File: config.mk
export PLATFORM = sky130hd
export DESIGN_NAME = rdtc_timer
export DESIGN_NICKNAME = d
export VERILOG_FILES = /design/src/verilog/rdtc_edge_det.v /design/src/verilog/rdtc_timer.v
export VERILOG_INCLUDE_DIRS = /design/src /design/src/verilog
export SDC_FILE = /design/constraint.sdc
export NUM_CORES = 1
export LEC_CHECK = 0
export BUFFER_PORTS_ARGS = -buffer_cell sky130_fd_sc_hd__buf_2
export CORE_MARGIN = 5
export CORE_UTILIZATION = 43
export CTS_BUF_LIST = sky130_fd_sc_hd__clkbuf_2
export CTS_CLUSTER_DIAMETER = 80
export DETAILED_ROUTE_END_ITERATION = 8
export PLACE_DENSITY_LB_ADDON = 0.08
export SETUP_SLACK_MARGIN = 0.2
export SLEW_MARGIN = 30
export SYNTH_ARGS = -nofsm -noshare
export SYNTH_HDL_FRONTEND = slang
export SYNTH_SLANG_ARGS = --single-unit
File: constraint.sdc
create_clock -name clk_i -period 2.4 [get_ports clk_i]
set_input_delay 0.12 -clock clk_i [delete_from_list [all_inputs] [get_ports clk_i]]
set_output_delay 0.12 -clock clk_i [all_outputs]
set_load 0.02 [all_outputs]
File: src/verilog/rdtc_map.vh
// rdtc_map.vh: register offsets, control field positions, reset values
// assumes word-aligned accesses on the controller's internal bus
`ifndef RDTC_MAP_VH
`define RDTC_MAP_VH
`define RDTC_OFS_COUNT 8'h00
`define RDTC_OFS_RELOAD 8'h04
`define RDTC_OFS_CONTROL 8'h08
`define RDTC_BIT_ENABLE 0
`define RDTC_BIT_AUTO 1
`define RDTC_BIT_START 2
`define RDTC_BIT_HWHALT_EN 3
`define RDTC_BIT_FWHALT 4
`define RDTC_CTRL_WIDTH 5
`define RDTC_CTRL_RESET 5'h00
`define RDTC_COUNT_RESET 32'h0000_0000
`define RDTC_RELOAD_RESET 32'h0000_0000
`endif

File: src/verilog/rdtc_edge_det.v
// rdtc_edge_det.v: falling edge detector of one level
// assumes the level is synchronous to clk_i
`timescale 1ns/10ps
module rdtc_edge_det (
  input wire clk_i,
  input wire nrst_i,
  input wire level_i,
  output wire fall_o
);
  reg level_reg;
  always @(posedge clk_i) begin
    if (!nrst_i) begin
      level_reg <= 1'b0;
    end else begin
      level_reg <= level_i;
    end
  end
  assign fall_o = level_reg & ~level_i;
endmodule // rdtc_edge_det

File: src/verilog/rdtc_timer.v
// rdtc_timer.v: 32-bit down-counting tick timer with control register
// assumes synchronous bus strobes on clk_i, word accesses only
`timescale 1ns/10ps
`include "rdtc_map.vh"
module rdtc_timer #(
  parameter WIDTH = 32
) (
  input wire clk_i,
  input wire nrst_i,
  input wire [7:0] addr_i,
  input wire wr_i,
  input wire rd_i,
  input wire [31:0] wdata_i,
  input wire halt_i,
  output reg [31:0] rdata_o,
  output wire irq_o,
  output wire [WIDTH-1:0] current_count_o,
  output wire running_o
);
  ////////////////////////////////////////////////////////////////////////////
  reg [`RDTC_CTRL_WIDTH-1:0] ctrl_reg;
  reg [`RDTC_CTRL_WIDTH-1:0] ctrl_next;
  reg [WIDTH-1:0] count_reg;
  reg [WIDTH-1:0] count_next;
  reg [WIDTH-1:0] reload_reg;
  reg [WIDTH-1:0] reload_next;
  reg irq_reg;
  reg irq_next;
  reg [31:0] rdata_next;
  wire enable_fall;
  wire wr_ctrl;
  wire start_set;
  wire start_clr;
  wire halted;
  wire active;
  wire wr_reload;
  wire fw_keeps_clear;
  wire fw_halt;
  wire hw_halt;
  wire run_step;
  wire reload_zero;
  wire at_one;
  wire at_zero;
  wire auto_mode;
  wire expire;
  wire reload_now;
  wire stop_at_one;
  wire stop_at_zero;
  wire hw_stop;
  wire decrement;
  localparam [WIDTH-1:0] COUNT_ONE = {{(WIDTH-1){1'b0}}, 1'b1};

  // enable falling edge
  rdtc_edge_det rdtc_edge_det_inst (
    .clk_i(clk_i),
    .nrst_i(nrst_i),
    .level_i(ctrl_reg[`RDTC_BIT_ENABLE]),
    .fall_o(enable_fall)
  );

  ////////////////////////////////////////////////////////////////////////////
  // bus decode
  assign wr_ctrl = wr_i && (addr_i == `RDTC_OFS_CONTROL);
  assign wr_reload = wr_i && (addr_i == `RDTC_OFS_RELOAD);
  assign start_set = wr_ctrl && wdata_i[`RDTC_BIT_START] && !ctrl_reg[`RDTC_BIT_START];
  assign start_clr = wr_ctrl && !wdata_i[`RDTC_BIT_START] && ctrl_reg[`RDTC_BIT_START];
  assign fw_keeps_clear = wr_ctrl && !wdata_i[`RDTC_BIT_START];

  ////////////////////////////////////////////////////////////////////////////
  // count status
  assign fw_halt = ctrl_reg[`RDTC_BIT_FWHALT];
  assign hw_halt = ctrl_reg[`RDTC_BIT_HWHALT_EN] && halt_i;
  assign halted = fw_halt || hw_halt;
  assign active = ctrl_reg[`RDTC_BIT_ENABLE] && ctrl_reg[`RDTC_BIT_START] && !halted;
  assign run_step = active && !start_clr;
  assign reload_zero = (reload_reg == {WIDTH{1'b0}});
  assign at_one = (count_reg == COUNT_ONE);
  assign at_zero = (count_reg == {WIDTH{1'b0}});
  assign auto_mode = ctrl_reg[`RDTC_BIT_AUTO];
  assign expire = run_step && at_one;
  assign reload_now = run_step && auto_mode && !reload_zero && (at_one || at_zero);
  assign stop_at_one = expire && !(auto_mode && !reload_zero) && !fw_keeps_clear;
  assign stop_at_zero = run_step && at_zero && (reload_zero || !auto_mode);
  assign hw_stop = stop_at_one || stop_at_zero;
  assign decrement = run_step && !at_one && !at_zero;

  ////////////////////////////////////////////////////////////////////////////
  // control next value
  always @* begin
    ctrl_next = ctrl_reg;
    if (wr_ctrl) begin
      ctrl_next = wdata_i[`RDTC_CTRL_WIDTH-1:0];
    end
    if (start_set && reload_zero) begin
      ctrl_next[`RDTC_BIT_START] = 1'b0;
    end
    if (hw_stop) begin
      ctrl_next[`RDTC_BIT_START] = 1'b0;
    end
    if (enable_fall) begin
      ctrl_next = `RDTC_CTRL_RESET;
    end
  end

  // count next value
  always @* begin
    count_next = count_reg;
    if (enable_fall) begin
      count_next = `RDTC_COUNT_RESET;
    end else if (start_set) begin
      count_next = reload_reg;
    end else if (start_clr) begin
      count_next = {WIDTH{1'b0}};
    end else if (reload_now) begin
      count_next = reload_reg;
    end else if (expire) begin
      count_next = {WIDTH{1'b0}};
    end else if (decrement) begin
      count_next = count_reg - COUNT_ONE;
    end
  end

  // reload next value
  always @* begin
    reload_next = reload_reg;
    if (wr_reload) begin
      reload_next = wdata_i[WIDTH-1:0];
    end
    if (enable_fall) begin
      reload_next = `RDTC_RELOAD_RESET;
    end
  end

  // interrupt pulse
  always @* begin
    irq_next = expire && !enable_fall;
  end

  ////////////////////////////////////////////////////////////////////////////
  // read mux, registered below
  always @* begin
    rdata_next = 32'h0000_0000;
    if (rd_i) begin
      case (addr_i)
        `RDTC_OFS_COUNT: rdata_next[WIDTH-1:0] = count_reg;
        `RDTC_OFS_RELOAD: rdata_next[WIDTH-1:0] = reload_reg;
        `RDTC_OFS_CONTROL: rdata_next[`RDTC_CTRL_WIDTH-1:0] = ctrl_reg;
        default: rdata_next = 32'h0000_0000;
      endcase
    end
  end

  // control register
  always @(posedge clk_i) begin
    if (!nrst_i) begin
      ctrl_reg <= `RDTC_CTRL_RESET;
    end else begin
      ctrl_reg <= ctrl_next;
    end
  end

  // count register
  always @(posedge clk_i) begin
    if (!nrst_i) begin
      count_reg <= `RDTC_COUNT_RESET;
    end else begin
      count_reg <= count_next;
    end
  end

  // reload register
  always @(posedge clk_i) begin
    if (!nrst_i) begin
      reload_reg <= `RDTC_RELOAD_RESET;
    end else begin
      reload_reg <= reload_next;
    end
  end

  // interrupt register
  always @(posedge clk_i) begin
    if (!nrst_i) begin
      irq_reg <= 1'b0;
    end else begin
      irq_reg <= irq_next;
    end
  end

  // read data register
  always @(posedge clk_i) begin
    if (!nrst_i) begin
      rdata_o <= 32'h0000_0000;
    end else begin
      rdata_o <= rdata_next;
    end
  end

  // outputs
  assign irq_o = irq_reg;
  assign current_count_o = count_reg;
  assign running_o = ctrl_reg[`RDTC_BIT_START];
endmodule // rdtc_timer

; ---- Yosys cells after proc, flatten, opt, wreduce, memory -nomap -nowiden
; Index checks and enable logic that the tools add are counted.
[op_classes]
shift = 0
add_sub_neg = 1
n_mux = 7
bitwise = 3
reduce_logical = 45
div = 0
mul = 0
order_cmp = 0
n_eq_ne = 3
[ops]
columns = op, n
row1 = two-way mux 32 bit, 5
row2 = logical NOT 32 bit, 2
row3 = one-hot mux 27 bit (2 select lines), 1
row4 = "equality test 32 x 1 -> 1 bit, second input constant", 1
row5 = "subtractor 32 x 1 -> 32 bit, second input constant", 1
row6 = logical AND 1 bit, 23
row7 = one-hot mux 5 bit (3 select lines), 1
row8 = logical NOT 1 bit, 11
row9 = "equality test 8 x 3 -> 1 bit, second input constant", 1
row10 = "equality test 8 x 4 -> 1 bit, second input constant", 1
row11 = logical NOT 8 bit, 1
row12 = nonzero test 5 bit, 1
row13 = logical OR 1 bit, 4
row14 = OR reduction 4 bit, 1
row15 = inverter 1 bit, 2
row16 = AND reduction 2 bit, 1
row17 = OR reduction 2 bit, 1
row18 = AND 1 bit, 1
[word_totals]
latchBits = 0
memories = 0
input_bits = 45
elab_cells = 66
romBits = 0
out_inout_bits = 66
register_bits = 103
ramBits = 0

; ---- Longest topological paths before layout
[depth]
word_depth = 13
mapped_depth = 9
ltp_nobuf = 8

; ---- Modules after synthesis
; Synthesis repeated with hierarchy kept, for this count alone.
[hier_totals]
hier_cells = 703
area_unflattened_um2 = 5445.2
[modules_own_cells]
columns = mod, instances, area_each_um2, cells_each, seq_area_each_um2
row1 = rdtc_timer, 1, 5408.9, 700, 2042.0
row2 = rdtc_edge_det, 1, 36.3, 3, 20.0

; ---- Worst setup path after synthesis
; Ideal clock, no wire load.
[synth_path]
path_type = register to register
start = register count_reg[0], in the netlist current_count_o[0]
end = register count_reg[24], in the netlist current_count_o[24]
required_time_ns = 2.252
stages_incl_launch_ff = 10
n_path_buf = 1
setup_time_ns = 0.148
period_less_slack_ns = 2.195
t_arrival_ns = 2.047
path_slack_ns = 0.205
path_cell_list = dfxtp_1 -> inv_1 -> ha_1 -> nor3b_1 -> and4_1 -> clkbuf_1 -> nand3_1 -> mux2_2 -> a22oi_1 -> a311oi_2
[synth_via]
elab_chain_len = 6
word_cells_on_any_way = 16
classes_between = add/sub (1) / eq/ne (1) / mux (5) / reduce/logical (9)
[synth_rtl]
columns = element, line_no
row1 = "start, declared", rdtc_timer.v:23  ; reg [WIDTH-1:0] count_reg;
row2 = "start signal, assigned", rdtc_timer.v:165  ; count_reg <= `RDTC_COUNT_RESET;
row3 = "start signal, assigned", rdtc_timer.v:167  ; count_reg <= count_next;
row4 = subtractor 32 x 1 -> 32 bit (tied with other cells), rdtc_timer.v:119  ; count_next = count_reg - COUNT_ONE;
row5 = two-way mux 32 bit (tied with other cells), rdtc_timer.v:118  ; end else if (decrement) begin
row6 = two-way mux 32 bit / logical AND 1 bit (equally long branches), "rdtc_timer.v:116, rdtc_timer.v:81"
row7 = two-way mux 32 bit, rdtc_timer.v:114  ; end else if (reload_now) begin
row8 = two-way mux 32 bit, rdtc_timer.v:112  ; end else if (start_clr) begin
row9 = two-way mux 32 bit, rdtc_timer.v:110  ; end else if (start_set) begin
; Several ways; a longest one is shown, not always the timed one. The select of a mux whose other input is x is not followed.
; A chain may end at the register's enable or synchronous reset.

; ---- Final worst setup path
[layout_path]
start = register reload_reg[23]
end = register count_reg[24], in the netlist current_count_o[24]
[layout_via]
elab_chain_len = 7
word_cells_on_any_way = 8
classes_between = mux (3) / reduce/logical (5)
[layout_rtl]
columns = element, line_no
row1 = "start, declared", rdtc_timer.v:25  ; reg [WIDTH-1:0] reload_reg;
row2 = "start signal, assigned", rdtc_timer.v:174  ; reload_reg <= `RDTC_RELOAD_RESET;
row3 = "start signal, assigned", rdtc_timer.v:176  ; reload_reg <= reload_next;
row4 = logical NOT 32 bit *, rdtc_timer.v:76  ; assign reload_zero = (reload_reg == {WIDTH{1'b0}});
row5 = logical NOT 1 bit *, rdtc_timer.v:81  ; assign reload_now = run_step && auto_mode && !reload_zero && (at_one || at_zero);
row6 = logical AND 1 bit * (2 in a row), rdtc_timer.v:81
row7 = two-way mux 32 bit, rdtc_timer.v:114
row8 = two-way mux 32 bit, rdtc_timer.v:112
row9 = two-way mux 32 bit, rdtc_timer.v:110
; Every way passes the cells marked *; elsewhere a longest branch is shown, timed or not.

==> qor.yml <==
routing:
  routed_wirelength_microns: 19000
  viasPerCell: 5.61
  drt-initial-drc-count: 335
  met1_length_microns: 8240
  drtPass1Iterations: 4
  ant_nets: 0
  drc: 0
  num_vias: 5903
  wl_per_cell_microns: 18.1
  met2_length_microns: 9350
  met3WireLength_microns: 988
  highest_layer: "met4"
worst_setup_path:
  cp.required_ns: 2.99
  r2r-start: "reload_reg[23]"
  r2r_slack_ns: 0.1
  crit_type: "flop to flop"
  r2r-end: "current_count_o[24]"
  critPathMaxFanout: 9
  cp_data_arrival_time_ns: 2.89
  endpoint_kind: "flop"
  reg2reg_depth: 8
  cpPeakStageDelay_ns: 0.45
  cpMaxStageDelayCell: "dfxtp_1"
  start_kind: "flop"
  path_cells: "nor4_4 > nand4_1 > buf_4 > o2111ai_4 > o221a_4 > buf_12 > a22oi_1 > a311oi_2"
timing:
  clock.fmax_mhz: 434
  fin_crit_ns: 2.30
  rsz0062_at_grt: "yes"
  setup_slack_ns: 0.0978
  fin_skew_ns: 0.0194
  finalSetupViolations: 0
  slew_violations: 0
  max_slew_margin_pct: 57.6
  worstMarginPinSlew_ns: 0.635
  hold_viol_final: 0
  min_period_over_period_pct: 95.9
global_route:
  grt_pass1_vias: 5894
  gr-usage-all-layers_pct: 24.0
  grt-ovfl-total: 0
  grt_max_degree: 31
  grt_pass1_wl_microns: 30600
  antenna_found_initial: 0
worst_hold_path:
  hold_depth: 5
  min-delay-start: "wr_i"
  min_path_type: "input pin to flop"
  min_to: "reload_reg[22]"
power:
  power_density_nw_per_um2: 373
  p_sw_share_pct: 25.7
  power.total_mw: 2.82
  leakage_nw: 3.12
  power_frac_seq_pct: 61.1
  clock_power_share_pct: 30.3
  internal_power_mw: 2.09
  p_switching_mw: 0.724
  ir_worst_vdd_uv: 226
  combPwrFrac_pct: 8.6
synth:
  ys_types: 63
  synth_seq_area_share_pct: 36.1
  synth_seq_cells: 103
  synth_nets: 729
  ys.flop_type: "dfxtp_1"
  syn_area_sq_um: 5720
  synth-edff-count: 0
  avgSynthCellArea_sq_um: 8.39
  async_flop_share_pct: 0
  yosysTopAreaCellShare_pct: 36.1
  synth_area_leaders: "dfxtp_1, nand2_1, mux2i_1"
  synth_top_area_cell: "dfxtp_1"
  yosysWarnings: 0
  syn_inst: 682
final_layout:
  fin_nets: 919
  seq_area_sq_um: 2070
  num-fill-cells: 1259
  multi_input_area_sq_um: 3450
  num_antenna_cells: 0
  layout-drive-gt1-share_pct: 33.5
  syn_to_final_growth_pct: 32.2
  fin_area_sq_um: 7560
run:
  maxCapViolCount: 0
place:
  dp_slack_ns: -0.0914
  placed_area_sq_um: 6840
  numPortBuffers: 110
  place_congestion: 0.877
  hpwl_microns: 13300
cts:
  cts-root-buf: "clkbuf_2"
  cts.sinks: 103
  cts_buffer_depth: 2
  cts_buffers: 9
  clk_pin_slew_ns: 0.28
  cts_tree: "yes"
  clock_latency_ns: 0.64
  htreeDepth: 3
die:
  core_area_sq_um: 13100
  initial_utilization_pct: 43.5
  die-area_sq_um: 15700
  die-width_microns: 125
  io_pins: 111
  die_height_microns: 125
  rows: 42
run_status:
  status: "finished, final reports clean"
## how the worst max path moves through the flow
stage | startpoint | endpoint | cells after the start
CTS | reload_reg[6] | current_count_o[24] | 9
global route | reload_reg[16] | current_count_o[29] | 9
finish | reload_reg[23] | current_count_o[24] | 8
floorplan | current_count_o[0] | current_count_o[24] | 9
global placement | reload_reg[23] | current_count_o[17] | 8
detailed placement | reload_reg[23] | current_count_o[17] | 8
## area by class of cell
cell class | count | share of cell area (%)
flip-flops and latches | 103 | 27.3
well taps | 176 | 2.91
multi-input cells | 518 | 45.6
clock inverters | 5 | 0.778
inverters | 7 | 0.347
repair buffers | 233 | 22.3
clock buffers | 11 | 0.728
## synth_stat cells (2+ instances only)
library cell	n
nor3_2	17
mux2_2	3
nand2b_1	2
buf_1	5
buf_4	4
nor2b_1	3
nand2_1	124
a211oi_1	4
xor2_1	2
a21o_1	2
and2_1	2
a22oi_1	17
nor3_1	63
nand3_1	8
dlymetal6s2s_1	2
a31oi_1	18
and4_1	3
ha_1	2
a21oi_1	44
dfxtp_1	103
a41oi_1	5
inv_1	7
clkbuf_1	23
nor2_1	58
nor3b_1	3
buf_2	9
mux2i_1	36
or3_1	2
o31ai_2	16
o31ai_4	3
nor4_1	17
o21ai_0	5
nor4_4	3
nand4_1	8
o31ai_1	11
a22oi_2	8
o21a_1	2
nor4b_1	2
and3_1	3
buf_6	10
## layer usage
metal | up-vias | GRT usage, %
li1 | 2865 | -
met1 | 2829 | 29.3
met5 | - | 0
met4 | 0 | 9.95
met3 | 33 | 3.84
met2 | 176 | 41.9
## power by group through the flow
| stage | combinational (mW) | sequential, mW | clock (mW) |
|---|---|---|---|
| 5_1_grt | 0.264 | 1.72 | 0.931 |
| 2_1_floorplan | 0.112 | 1.75 | 0 |
| 3_5_place_dp | 0.192 | 1.75 | 0 |
| 3_3_place_gp | 0.188 | 1.75 | 0 |
| 6_report | 0.244 | 1.72 | 0.853 |
| 4_1_cts | 0.240 | 1.72 | 0.880 |
## worst max-delay path: cells and delay by family, from the launching register on
family                 cells  cell delay, ns
AO/OA/AOI/OAI              4            0.92
buffers and inverters      2            0.36
flip-flops                 1            0.45
AND/OR/NAND/NOR            2            0.54
## through the flow
| step | cells | TNS (ns) | hold slack, ns | utilization, % |
|---|---|---|---|---|
| finish | 1053 | 0 | 0.0723 | 57.6 |
| floorplan | 682 | 0 | 0.247 | - |
| detailed placement | 992 | -0.280 | 0.369 | 52.1 |
| global route | 1053 | -0.0318 | 0.0856 | 57.6 |
| global placement | 992 | -0.0806 | 0.365 | 52.1 |
| CTS | 1052 | 0 | 0.0194 | 57.0 |
## logic make-up after synthesis
group / count (synthesis) / synth area share, %
AND/OR/NAND/NOR: 328 / 29.2
AO/OA/AOI/OAI: 147 / 20.9
flip-flops: 103 / 36.1
buffers and inverters: 61 / 6.17
multiplexers: 39 / 6.89
XOR/XNOR: 2 / 0.306
adder cells (fa/ha/maj): 2 / 0.437
## cells in the final DEF, fill, tap and decap left out, types with 3 or more instances in the layout
cell type | netlist | routed
buf_2 | 9 | 110
mux2i_1 | 36 | 36
o21ai_0 | 5 | 3
nor3_1 | 63 | 59
o31ai_2 | 16 | 17
nand4_1 | 8 | 8
a31oi_1 | 18 | 18
o31ai_4 | 3 | 4
mux2_2 | 3 | 3
buf_4 | 4 | 72
o31ai_1 | 11 | 9
buf_12 | 0 | 6
nor2_1 | 58 | 58
a21oi_1 | 44 | 44
clkbuf_2 | 0 | 11
nand2_1 | 124 | 124
nor3_2 | 17 | 21
nand3_1 | 8 | 8
inv_1 | 7 | 7
nor2b_1 | 3 | 3
a22oi_1 | 17 | 16
nor4_1 | 17 | 13
a22oi_2 | 8 | 9
a41oi_1 | 5 | 5
a211oi_1 | 4 | 4
nor4_4 | 3 | 6
dfxtp_2 | 0 | 5
dfxtp_1 | 103 | 98
dlygate4sd3_1 | 0 | 41
## what timing repair did
item                       4_1_cts  5_1_grt
setup endpoints to repair       32       32
resized for setup               19       15
hold endpoints to repair        47        0
buffers inserted                 3        0
pin swaps                        2        7
hold buffers                    41        0
cloned                           0        1
Power figures use the tool's default switching activity.
